==> src/verilog/twowire_pkg.sv <==
`default_nettype none
package twowire_pkg;
    // register indices on the plain register port
    localparam logic [1:0] ctrl_off   = 2'h0;
    localparam logic [1:0] status_off = 2'h1;
    localparam logic [1:0] data_off   = 2'h2;
    localparam logic [1:0] addr_off   = 2'h3;
    // serial_control_reg bit positions
    localparam int flag_pos   = 7;
    localparam int ack_en_pos = 6;
    localparam int start_pos  = 5;
    localparam int enable_pos = 2;
    // slave_address_reg general call enable position
    localparam int gce_pos    = 0;
    // status codes, prescaler bits always zero
    localparam logic [7:0] st_own_w    = 8'h60;
    localparam logic [7:0] st_arb_own  = 8'h68;
    localparam logic [7:0] st_gc       = 8'h70;
    localparam logic [7:0] st_arb_gc   = 8'h78;
    localparam logic [7:0] st_own_data = 8'h80;
    localparam logic [7:0] st_own_nack = 8'h88;
    localparam logic [7:0] st_gc_data  = 8'h90;
    localparam logic [7:0] st_gc_nack  = 8'h98;
    localparam logic [7:0] st_stop     = 8'ha0;
    localparam logic [7:0] st_none     = 8'hf8;
    localparam logic [7:0] status_mask = 8'hf8;
    // reset values, general call address and bits per byte
    localparam logic [7:0] addr_reset  = 8'h00;
    localparam logic [7:0] data_reset  = 8'hff;
    localparam logic [6:0] gc_addr     = 7'h00;
    localparam logic [3:0] byte_bits   = 4'h8;
    typedef enum logic [3:0] {
        s_idle  = 4'b0001,
        s_shift = 4'b0010,
        s_ack   = 4'b0100,
        s_hold  = 4'b1000
    } rx_state_t;
endpackage
`default_nettype wire

==> src/verilog/twowire_slave_receiver.sv <==
// Contract
// - respond only when address bits match own_address_field
// - general call address answered only when general_call_enable_bit is one
// - after own or general call address, write bit selects slave receiving
// - own address plus write acknowledged: flag set, status 0x60
// - addressed after lost arbitration: status 0x68 own, 0x78 general call
// - general call acknowledged without arbitration loss: flag set, status 0x70
// - own-addressed data byte acknowledged: flag, status 0x80, byte readable
// - general call data: 0x90 when acknowledged, 0x98 when refused
// - own-addressed data byte refused: flag with distinct status, byte readable
// - after flag clear, next byte acknowledged only if ack enable is one
// - clearing flag after refused byte returns to unaddressed slave state
// - start request at that clear issues START once the bus is free
// - ack enable cleared mid transfer: not-acknowledge after next data byte
// - ack enable zero: own address ignored, bus still monitored
// - in deep sleep, address match wakes core, clock held until flag clear
// - data register not updated by bytes received in deep sleep
//
// Local design decisions: strobed register access and the placing of the registers.
`timescale 1ns/10ps
`default_nettype none
module twowire_slave_receiver
    import twowire_pkg::*;
(
    input  wire logic       clk,
    input  wire logic       reset_n,
    input  wire logic [1:0] addr,
    input  wire logic [7:0] wdata,
    input  wire logic       wr,
    input  wire logic       rd,
    output logic      [7:0] rdata,
    input  wire logic       scl_in,
    output logic            scl_out,
    output logic            scl_oe_n,
    input  wire logic       sda_in,
    output logic            sda_out,
    output logic            sda_oe_n,
    input  wire logic       arb_lost,
    input  wire logic       deep_sleep,
    output logic            wake_req,
    output logic            start_issue
);
    // pin synchronisers; the third stage only serves edge detection
    logic scl_m, scl_s, scl_q;
    logic sda_m, sda_s, sda_q;

    always_ff @(posedge clk)
    begin
        if (!reset_n)
        begin
            scl_m <= 1'b1;
            scl_s <= 1'b1;
            scl_q <= 1'b1;
            sda_m <= 1'b1;
            sda_s <= 1'b1;
            sda_q <= 1'b1;
        end
        else
        begin
            scl_m <= scl_in;
            scl_s <= scl_m;
            scl_q <= scl_s;
            sda_m <= sda_in;
            sda_s <= sda_m;
            sda_q <= sda_s;
        end
    end

    // bus events seen on the synchronised lines
    logic scl_rise, scl_fall, start_det, stop_det;
    assign scl_rise  = scl_s & ~scl_q;
    assign scl_fall  = ~scl_s & scl_q;
    assign start_det = scl_s & scl_q & sda_q & ~sda_s;
    assign stop_det  = scl_s & scl_q & ~sda_q & sda_s;

    rx_state_t  state, next_state;
    logic [7:0] shreg, next_shreg;
    logic [3:0] cnt, next_cnt;
    logic       is_addr, next_is_addr;
    logic       addressed, next_addressed;
    logic       gc_mode, next_gc_mode;
    logic       arb_mode, next_arb_mode;
    logic       ack_given, next_ack_given;
    logic       drive_sda, next_drive_sda;
    logic       hold_scl, next_hold_scl;
    logic       flag, next_flag;
    logic       ack_en, next_ack_en;
    logic       start_req, next_start_req;
    logic       enable, next_enable;
    logic [7:0] status, next_status;
    logic [7:0] data_reg, next_data_reg;
    logic [7:0] addr_reg, next_addr_reg;
    logic       bus_busy, next_bus_busy;
    logic       start_pend, next_start_pend;
    logic       next_start_issue;
    logic       next_wake_req;
    logic [7:0] next_rdata;
    logic       own_hit, gc_hit, flag_clr, set_flag;
    logic [7:0] set_code;

    // address compare on the assembled byte
    assign own_hit = (shreg[7:1] == addr_reg[7:1]);
    assign gc_hit  = (shreg[7:1] == gc_addr) & addr_reg[gce_pos];
    // writing one to the flag bit clears it
    assign flag_clr = wr & (addr == ctrl_off) & wdata[flag_pos];

    // receive sequencer, register writes and read mux
    always_comb
    begin
        next_state      = state;
        next_shreg      = shreg;
        next_cnt        = cnt;
        next_is_addr    = is_addr;
        next_addressed  = addressed;
        next_gc_mode    = gc_mode;
        next_arb_mode   = arb_mode;
        next_ack_given  = ack_given;
        next_drive_sda  = drive_sda;
        next_ack_en     = ack_en;
        next_start_req  = start_req;
        next_enable     = enable;
        next_status     = status;
        next_data_reg   = data_reg;
        next_addr_reg   = addr_reg;
        next_bus_busy   = bus_busy;
        next_start_pend = start_pend;
        next_wake_req   = wake_req;
        next_rdata      = 8'h00;
        set_flag        = 1'b0;
        set_code        = status;

        // software writes; stop request is not stored at all
        if (wr && addr == ctrl_off)
        begin
            next_ack_en    = wdata[ack_en_pos];
            next_start_req = wdata[start_pos];
            next_enable    = wdata[enable_pos];
        end
        else if (wr && addr == data_off)
        begin
            next_data_reg = wdata;
        end
        else if (wr && addr == addr_off)
        begin
            next_addr_reg = wdata;
        end

        // bus occupancy, kept even while disabled
        if (start_det)
        begin
            next_bus_busy = 1'b1;
        end
        else if (stop_det)
        begin
            next_bus_busy = 1'b0;
        end

        if (!enable)
        begin
            next_state     = s_idle;
            next_addressed = 1'b0;
            next_drive_sda = 1'b0;
        end
        else if (start_det || stop_det)
        begin
            // stop or repeated start ends an addressed transfer
            if (addressed)
            begin
                set_flag = 1'b1;
                set_code = st_stop;
            end
            next_addressed = 1'b0;
            next_drive_sda = 1'b0;
            next_state     = start_det ? s_shift : s_idle;
            next_is_addr   = 1'b1;
            next_cnt       = 4'h0;
        end
        else
        begin
            case (state)
                s_shift:
                begin
                    if (scl_rise)
                    begin
                        next_shreg = {shreg[6:0], sda_s};
                        next_cnt   = cnt + 4'h1;
                    end
                    else if (scl_fall && cnt == byte_bits)
                    begin
                        next_cnt = 4'h0;
                        if (is_addr)
                        begin
                            // own address wins over the general call
                            if ((own_hit || gc_hit) && !shreg[0] && ack_en)
                            begin
                                next_state     = s_ack;
                                next_drive_sda = 1'b1;
                                next_ack_given = 1'b1;
                                next_addressed = 1'b1;
                                next_gc_mode   = ~own_hit;
                                next_arb_mode  = arb_lost;
                            end
                            else
                            begin
                                // read direction belongs to the transmitter side
                                next_state = s_idle;
                            end
                        end
                        else
                        begin
                            next_state     = s_ack;
                            next_drive_sda = ack_en;
                            next_ack_given = ack_en;
                            if (!deep_sleep)
                            begin
                                next_data_reg = shreg;
                            end
                        end
                    end
                end
                s_ack:
                begin
                    if (scl_fall)
                    begin
                        next_drive_sda = 1'b0;
                        next_state     = s_hold;
                        set_flag       = 1'b1;
                        next_is_addr   = 1'b0;
                        if (is_addr)
                        begin
                            if (gc_mode)
                            begin
                                set_code = arb_mode ? st_arb_gc : st_gc;
                            end
                            else
                            begin
                                set_code = arb_mode ? st_arb_own : st_own_w;
                            end
                            next_wake_req = deep_sleep;
                        end
                        else if (gc_mode)
                        begin
                            set_code = ack_given ? st_gc_data : st_gc_nack;
                        end
                        else
                        begin
                            set_code = ack_given ? st_own_data : st_own_nack;
                        end
                    end
                end
                s_hold:
                begin
                    if (!flag)
                    begin
                        next_cnt = 4'h0;
                        if (ack_given)
                        begin
                            next_state = s_shift;
                        end
                        else
                        begin
                            next_state     = s_idle;
                            next_addressed = 1'b0;
                            next_start_pend = start_req;
                        end
                    end
                end
                default:
                begin
                    next_state = s_idle;
                end
            endcase
        end

        // a hardware set wins over a software clear in the same cycle
        next_flag = set_flag | (flag & ~flag_clr);
        if (set_flag)
        begin
            next_status = set_code;
        end
        else if (flag_clr)
        begin
            next_status = st_none;
        end
        if (!next_flag)
        begin
            next_wake_req = 1'b0;
        end
        // stretch only while parked waiting on software
        next_hold_scl = (next_state == s_hold) & next_flag;

        // queued start goes out once the bus is seen free
        next_start_issue = start_pend & ~bus_busy;
        if (next_start_issue)
        begin
            next_start_pend = 1'b0;
            next_start_req  = 1'b0;
        end

        // read data stands one cycle after the strobe
        if (rd && addr == ctrl_off)
        begin
            next_rdata = 8'h00;
            next_rdata[flag_pos]   = flag;
            next_rdata[ack_en_pos] = ack_en;
            next_rdata[start_pos]  = start_req;
            next_rdata[enable_pos] = enable;
        end
        else if (rd && addr == status_off)
        begin
            next_rdata = status & status_mask;
        end
        else if (rd && addr == data_off)
        begin
            next_rdata = data_reg;
        end
        else if (rd && addr == addr_off)
        begin
            next_rdata = addr_reg;
        end
    end

    always_ff @(posedge clk)
    begin
        if (!reset_n)
        begin
            state       <= s_idle;
            shreg       <= 8'h00;
            cnt         <= 4'h0;
            is_addr     <= 1'b1;
            addressed   <= 1'b0;
            gc_mode     <= 1'b0;
            arb_mode    <= 1'b0;
            ack_given   <= 1'b0;
            drive_sda   <= 1'b0;
            hold_scl    <= 1'b0;
            flag        <= 1'b0;
            ack_en      <= 1'b0;
            start_req   <= 1'b0;
            enable      <= 1'b0;
            status      <= st_none;
            data_reg    <= data_reset;
            addr_reg    <= addr_reset;
            bus_busy    <= 1'b0;
            start_pend  <= 1'b0;
            start_issue <= 1'b0;
            wake_req    <= 1'b0;
            rdata       <= 8'h00;
        end
        else
        begin
            state       <= next_state;
            shreg       <= next_shreg;
            cnt         <= next_cnt;
            is_addr     <= next_is_addr;
            addressed   <= next_addressed;
            gc_mode     <= next_gc_mode;
            arb_mode    <= next_arb_mode;
            ack_given   <= next_ack_given;
            drive_sda   <= next_drive_sda;
            hold_scl    <= next_hold_scl;
            flag        <= next_flag;
            ack_en      <= next_ack_en;
            start_req   <= next_start_req;
            enable      <= next_enable;
            status      <= next_status;
            data_reg    <= next_data_reg;
            addr_reg    <= next_addr_reg;
            bus_busy    <= next_bus_busy;
            start_pend  <= next_start_pend;
            start_issue <= next_start_issue;
            wake_req    <= next_wake_req;
            rdata       <= next_rdata;
        end
    end

    // open-drain pins: level is always low, enables are active low
    assign scl_out  = 1'b0;
    assign sda_out  = 1'b0;
    assign scl_oe_n = ~hold_scl;
    assign sda_oe_n = ~drive_sda;

endmodule // twowire_slave_receiver
`default_nettype wire

==> config.mk <==
export PLATFORM = sky130hd
export DESIGN_NAME = twowire_slave_receiver
export DESIGN_NICKNAME = d
export VERILOG_FILES = /design/src/verilog/twowire_pkg.sv /design/src/verilog/twowire_slave_receiver.sv
export SDC_FILE = /design/constraint.sdc
export NUM_CORES = 1
export LEC_CHECK = 0
export BUFFER_PORTS_ARGS = -buffer_cell sky130_fd_sc_hd__buf_2
export CAP_MARGIN = 30
export CORE_MARGIN = 3
export CORE_UTILIZATION = 50
export CTS_BUF_LIST = sky130_fd_sc_hd__clkbuf_16
export DETAILED_ROUTE_END_ITERATION = 10
export PLACE_DENSITY = 0.74
export SLEW_MARGIN = 0
export SYNTH_ARGS = -nofsm -noshare
export SYNTH_HDL_FRONTEND = slang
export SYNTH_SLANG_ARGS = --single-unit
==> constraint.sdc <==
create_clock -name clk -period 3.4 [get_ports clk]
set_input_delay 0.85 -clock clk [delete_from_list [all_inputs] [get_ports clk]]
set_output_delay 0.85 -clock clk [all_outputs]
set_load 0.05 [all_outputs]
======== After elaboration in Yosys (flattened, before gate mapping) ========
Index checks and enable logic that the tools add are counted.
cells by class
  add/sub/neg operators ................... 1
  eq/ne operators ......................... 24
  mux-type cells .......................... 64
  bitwise gates (word level) .............. 31
  reduce and logical (&&, ||, !) cells .... 38
operators by type and width
  cell                   count
  $mux W8                21
  $mux W4                15
  $reduce_and A5 Y1      4
  $mux W1                19
  $not A1 Y1             17
  $ne A2 B2 Y1 const B   8
  $reduce_and A7 Y1      2
  $and A1 B1 Y1          13
  $eq A4 B4 Y1 const B   3
  $pmux W4 S3            1
  $reduce_bool A2 Y1     6
  $logic_and A1 B1 Y1    10
  $mux W5                2
  $ne A3 B3 Y1 const B   3
  $pmux W4 S2            1
  $reduce_and A4 Y1      2
  $eq A7 B7 Y1           1
  $logic_not A7 Y1       1
  $reduce_and A3 Y1      2
  $reduce_and A6 Y1      1
  $reduce_or A3 Y1       2
  $add A4 B1 Y4 const B  1
  $eq A2 B2 Y1 const B   2
  $eq A4 B2 Y1 const B   1
  16 further kinds       20
storage, ports and cells
  flip-flop bits (word level) ............. 69
  input bits .............................. 18
  output and inout bits ................... 14

======== Depth between registers and ports, before layout ========
Gate-level depths: netlist (run 1).
  word-level depth ........................ 14
  mapped depth ............................ 6

======== Worst setup path after synthesis (run 1) ========
No wires, ideal clock.
  path kind ............................... input-to-reg
  start ................................... input port addr[1]
  end ..................................... register addr_reg[1]
  arrival ................................. 1861 ps
  required time ........................... 3272 ps
  slack ................................... 1411 ps
  stages .................................. 4
  buffers on the path ..................... 1
  cells stage by stage .................... clkbuf_1 -> nand3_1 -> mux2i_1 -> nor2_1
on the way
  word-level cells in the longest chain between the ends .. 4
  elaborated cells between the ends (all ways) .. 9
  those cells by class .................... eq/ne: 2; bitwise: 2; reduce/logical: 5
RTL lines
  element                                           RTL line                                                      RTL
  start, declared                                   twowire_slave_receiver.sv:27                                  input wire logic [1:0] addr,
  $eq A2 B2 Y1 or $logic_not A2 Y1 (tied branches)  twowire_slave_receiver.sv:139, twowire_slave_receiver.sv:133
  $logic_and A1 B1 Y1 (on tied branches)            twowire_slave_receiver.sv:139, twowire_slave_receiver.sv:133
  $not A1 Y1 (no line)                              n/a
  $reduce_and A3 Y1 (no line) (*)                   n/a
  end signal, assigned                              twowire_slave_receiver.sv:343                                 addr_reg <= addr_reset;
  end signal, assigned                              twowire_slave_receiver.sv:368                                 addr_reg <= next_addr_reg;
  end, declared                                     twowire_slave_receiver.sv:92                                  logic [7:0] addr_reg, next_addr_reg;
Every way passes the cells marked *; elsewhere a longest branch is shown, timed or not.
A chain may end at the register's enable or synchronous reset.

======== Final worst setup path (run 1) ========
  start ................................... register state[0]
  end ..................................... register data_reg[4]
on the way
  word-level cells in the longest chain between the ends .. 4
RTL lines
  element                 RTL line                       RTL
  start, declared         twowire_slave_receiver.sv:76   rx_state_t state, next_state;
  start signal, assigned  twowire_slave_receiver.sv:327  state <= s_idle;
  start signal, assigned  twowire_slave_receiver.sv:352  state <= next_state;
  $eq A4 B2 Y1            twowire_slave_receiver.sv:180  case (state)
  $mux W8                 twowire_slave_receiver.sv:180
  $mux W8                 twowire_slave_receiver.sv:164  else if (start_det || stop_det)
  $mux W8                 twowire_slave_receiver.sv:158  if (!enable)
  end signal, assigned    twowire_slave_receiver.sv:342  data_reg <= data_reset;
  end signal, assigned    twowire_slave_receiver.sv:367  data_reg <= next_data_reg;
  end, declared           twowire_slave_receiver.sv:91   logic [7:0] data_reg, next_data_reg;
No other way between the ends.

==> run_results.csv, run 1 <==
group,metric,value,unit
critical_path,crit_fanout,9,
critical_path,crit_arrival,2410,ps
critical_path,crit_path_max_incr_delay,610,ps
routing,vias,2400,
synth,syn_area_per_cell,9.23,um2
timing,setup_viol,0,
cts,cts_tree,"built",
critical_path,critPathBufInv,0,
floorplanning,start_util,53.0,%
floorplanning,core_area,5680,um2
cts,clock_latency,320,ps
synth,ys_ff_latch,66,
critical_path,cp-start-kind,"flop",
power,p_leak,1.38,nW
cts,clockRootBuffer,"clkbuf_16",
placement,gp_congestion,0.896,
grt,grt_usage,20.2,%
synth,ys_warn_count,0,
timing,worst_slew_pin_slew,747,ps
synth,ys_seq_area_share,43.9,%
synth,syn_inst,326,
routing,drt_iter0_markers,260,
finish,fin_area,3530,um2
routing,post_drt_wl_per_cell,15.6,um
timing,fin_hold_ws,408,ps
finish,synthToLayoutAreaGrowth,17.5,%
critical_path,worstPathCellList,"nor4b_4 -> nand3_2 -> nor4_4 -> mux2i_1 -> nand2_1",
grt,grt_pass1_vias,2284,
critical_path,crit_path_end_kind,"flop",
floorplanning,num_rows,27,
grt,grt-ovfl-total,0,
routing,route.detailed.drc,0,
timing,setup_slack,1170,ps
floorplanning,dieArea,6980,um2
cts,clk_pin_slew,50,ps
finish,layout-drive-gt1-share,18.3,%
floorplanning,die_x,83.6,um
run,maxCapViolations,0,
timing,slew_headroom,49.8,%
routing,drt_pass1_iterations,4,
floorplanning,fp.dieH,83.6,um
timing,finalCriticalPeriod,2230,ps
power,power,1.96,mW
cts,clockBufferDepth,2,
critical_path,crit_required,3580,ps
finish,nNetsFinal,375,
synth,async_flop_share,0,%
timing,final.setup_skew,4.50,ps
cts,h-tree-depth,3,
cts,cts_resized,0,
placement,placedInstanceArea,3200,um2
cts,cts_hold_buf,0,
grt,grt_start_max_net_pins,33,
run_status,status,"completed",
critical_path,cp_top_family,"simple AND/OR/NAND/NOR gates",
worst_hold_path,min_path_type,"flop to flop",
finish,fill_cells,467,
routing,vias_per_cell,5.56,
placement,detailed_place_hpwl,4670,um
finish,diodes,0,
routing,ant_nets,0,
power,cellPowerDensity,553,nW/um2
power,max-vdd-ir-drop,0.000470,V
critical_path,crit_type,"flop to flop",
grt,grt_pass1_wl,11300,um
synth,synth_area,3010,um2
placement,io_buffers,29,
cts,cts_inserted_buffers,9,
synth,ys_types,54,
timing,fmaxAchievable,0.448,GHz
synth,synth-main-ff-cell,"dfxtp_1",
timing,timing.final.crit_share,65.6,%
routing,routed_wl,6730,um
floorplanning,ios,32,
grt,antenna_found_initial,0,
critical_path,crit_slowest_cell,"nor4_4",
synth,synth_edf_count,0,
timing,final-max-slew-violation-count,0,
timing,final.setup.tns,0,ps
timing,hold_viol,0,
cts,postCtsSetupBuffers,0,
timing,rsz0062_at_grt,"false",
placement,dp_slack,1090,ps
cts,cts.sinks,66,
[per-stage QoR]
step	std cells	util (%)
after floorplan	327	-
after global placement	416	56.4
after detailed placement	416	56.4
after CTS	432	62.3
after global routing	432	62.3
final	432	62.3
[metal layers]
layer,share of wire [%],vias to the layer above,track usage [%]
li1,-,1203,-
met1,46,1111,26.8
met2,46,74,30.5
met3,6.9,12,5.53
met4,1.8,0,9.50
met5,0,-,0
[cell usage after synthesis (all sizes together) (8+ instances only)]
master  count  area, um2
a21oi      14       70.1
clkbuf      9       33.8
dfxtp      66       1320
inv         8       30.0
mux2       11        124
mux2i      27        270
nand2      41        154
nand2b      8       50.1
nand3      14       75.1
nor2       32        120
o21ai      10       50.0
xnor2       8       70.1
[cell families after synthesis]
family          synth area share (%)
flops                           43.9
mux                             15.3
compound gates                  10.1
simple gates                    24.1
fa+ha+maj                      0.832
xor+xnor                        2.33
other cells                    0.125
buf+inv                         3.16
[power breakdown]
part | switching [mW] | leakage [nW] | internal (mW)
clock network | 0.322 | 0.170 | 0.708
registers | 0.0124 | 0.536 | 0.790
logic | 0.0740 | 0.676 | 0.0483
[worst register-to-register path, delay by kind of cell (launching register included)]
kind | cells | cell delay (ps)
muxes | 1 | 270
DFF | 1 | 360
and+or+nand+nor | 4 | 1460
[placed cells by master (no fill, tap or decap), types with 3 or more instances in the layout]
master and instances:
nand2_1 41, bufinv_16 3, mux4_2 3, clkinv_2 3, buf_2 29, mux2_2 11
clkbuf_16 9, dfxtp_1 66, mux2i_1 27, nor4_1 4, nor2_1 32, inv_1 9
nor3_1 7, xnor2_1 8, a22oi_1 5, and2_1 3, nand2b_1 8, o21ai_0 7
and3_1 3, nor2b_1 7, a21oi_1 14, o21ai_1 3, nand4_1 4, nand3_1 13
[worst paths after layout]
check,start,end,slack [ps],cells after the start
worst max-delay path,state[0],data_reg[4],1170,5
worst min-delay path,scl_m,scl_s,410,1
worst max register to register,state[0],data_reg[4],1170,5
worst min register to register,scl_m,scl_s,410,1
[layout make-up]
| type | instances | area [um2] | share of cell area (%) |
|---|---|---|---|
| tap | 72 | 90.1 | 2.55 |
| clock buffer | 9 | 225 | 6.37 |
| sequential | 66 | 1320 | 37.4 |
| timing repair buffer | 31 | 160 | 4.53 |
| inverter | 9 | 33.8 | 0.956 |
| multi-input combinational | 238 | 1600 | 45.1 |
| clock inverter | 7 | 109 | 3.08 |
(Power assumes the default switching activity.)
==> run 2, diff against run 1 <==
Settings changed: PLACE_DENSITY 0.74 to 0.76.
Clock period 3.4 ns to 1.95 ns, I/O delays scaled along.
==> run 2 against run 1 <==
- critical path depth increased by 1
- sequential cell count unchanged
- first-iteration DRC count fell by 8.8%
- cell count grew 2.8%
- via count grew 5.4%
- critical path type unchanged
- worst setup slack got worse by 990 ps
- count of clock-buffer cells in the layout unchanged
- core utilization increased by 1.3 points
- clock skew grew 0.97 ps
==> run_results.csv, run 2 (synthesized netlist as in run 1, its figures left out) <==
group,metric,value,unit
routing,ant_nets,0,
routing,routed_wl,6990,um
cts,h-tree-depth,3,
finish,final_util,63.6,%
timing,final.setup_skew,5.48,ps
finish,final_common_cell,"dfxtp_1",
cts,cts_hold_buf,0,
timing,fmaxAchievable,0.564,GHz
finish,instances_no_fill,444,
placement,gp_congestion,0.872,
timing,finalCriticalPeriod,1770,ps
floorplanning,fp.dieH,83.6,um
finish,ff_latch_area,1320,um2
placement,dp_slack,108,ps
critical_path,crit_slowest_cell,"nor4b_1",
floorplanning,dieArea,6980,um2
power,p_leak,1.43,nW
worst_hold_path,min_from,"sda_in",
finish,layout-drive-gt1-share,21.0,%
routing,vias,2529,
critical_path,crit_required,2160,ps
cts,clockRootBuffer,"clkbuf_16",
critical_path,crit_path_end_kind,"flop",
critical_path,crit_fanout,5,
cts,clock_latency,320,ps
floorplanning,die_x,83.6,um
run,maxCapViolations,0,
cts,clk_pin_slew,50,ps
cts,cts_resized,0,
finish,layout_common_cells,"dfxtp_1, nand2_1, nor2_1",
placement,placedInstanceArea,3290,um2
critical_path,cp-startpoint,"shreg[5]",
routing,route.detailed.drc,0,
cts,cts.sinks,66,
power,max-vdd-ir-drop,0.000657,V
timing,final-max-slew-violation-count,0,
timing,setup_viol,0,
critical_path,cp-start-kind,"flop",
timing,setup_slack,178,ps
timing,worst_slew_pin_slew,513,ps
timing,hold_viol,0,
routing,vias_per_cell,5.70,
routing,post_drt_wl_per_cell,15.8,um
grt,grt_pass1_wl,11500,um
cts,postCtsSetupBuffers,0,
grt,antenna_found_initial,0,
cts,cts_tree,"built",
power,power,3.29,mW
grt,grt_usage,20.6,%
placement,io_buffers,29,
cts,cts_inserted_buffers,9,
floorplanning,start_util,53.0,%
placement,dp.cells,428,
floorplanning,core_area,5680,um2
critical_path,crit_arrival,1990,ps
power,cellPowerDensity,913,nW/um2
finish,fill_cells,473,
timing,rsz0062_at_grt,"false",
floorplanning,ios,32,
grt,grt-ovfl-total,0,
routing,drt_iter0_markers,237,
critical_path,regToRegStartpoint,"shreg[5]",
timing,slew_headroom,65.6,%
finish,fin_area,3610,um2
timing,final.setup.tns,0,ps
critical_path,crit_type,"flop to flop",
finish,diodes,0,
run_status,status,"completed",
timing,fin_hold_ws,339,ps
placement,detailed_place_hpwl,5060,um
critical_path,worstPathCellList,"nor4b_1 -> nand3_1 -> o211ai_1 -> buf_4 -> nor4_1 -> a211o_1",
floorplanning,num_rows,27,
routing,drt_pass1_iterations,4,
worst_hold_path,min_path_type,"input port to flop",
finish,nNetsFinal,387,
timing,timing.final.crit_share,90.9,%
grt,grt_start_max_net_pins,19,
finish,synthToLayoutAreaGrowth,20.0,%
finish,multi_input_area,1600,um2
critical_path,crit_path_max_incr_delay,510,ps
grt,grt_pass1_vias,2351,
cts,clockBufferDepth,2,
==> run 2: cell count changes in the layout (fill, tap and decap cells not counted) <==
cell / before / now
buf_4: 2 / 14
bufinv_16: 3 / 2
clkinv_1: 1 / 2
clkinv_2: 3 / 2
clkinvlp_4: 0 / 1
xnor2_1: 8 / 7
xnor2_2: 0 / 1
==> run 2: path summary, 6_finish.rpt <==
check | endpoint | slack [ps] | cells past startpoint
setup / recovery | drive_sda | 180 | 6
hold / removal | sda_m | 340 | 2
setup reg to reg | drive_sda | 180 | 6
hold reg to reg | sda_s | 400 | 1
==> run 2: routing by layer <==
layer / wire length (um) / share of wire [%] / global-route usage [%]
met1: 3130 / 45 / 26.2
met2: 3250 / 46 / 33.3
met3: 442 / 6.3 / 3.55
met4: 173 / 2.5 / 10.5
met5: 0 / 0 / 0
==> run 2: layout make-up <==
class,count,share of cell area [%]
Multi-Input combinational cell,238,44.4
Inverter,9,0.936
Clock buffer,9,6.24
Tap cell,72,2.50
Sequential cell,66,36.6
Clock inverter,7,2.36
Timing Repair Buffer,43,6.93
==> run 2: critical path: cells and delay by family (launching register included) <==
kind / cells / cell delay [ps]
compound gates: 2 / 430
simple gates: 3 / 680
buf+inv: 1 / 180
flops: 1 / 370
==> run 2: where the power goes <==
group | internal, mW | leakage, nW | switching [mW]
Clock | 1.10 | 0.154 | 0.568
Combinational | 0.0915 | 0.742 | 0.135
Sequential | 1.38 | 0.536 | 0.0197
Total | 2.57 | 1.43 | 0.722
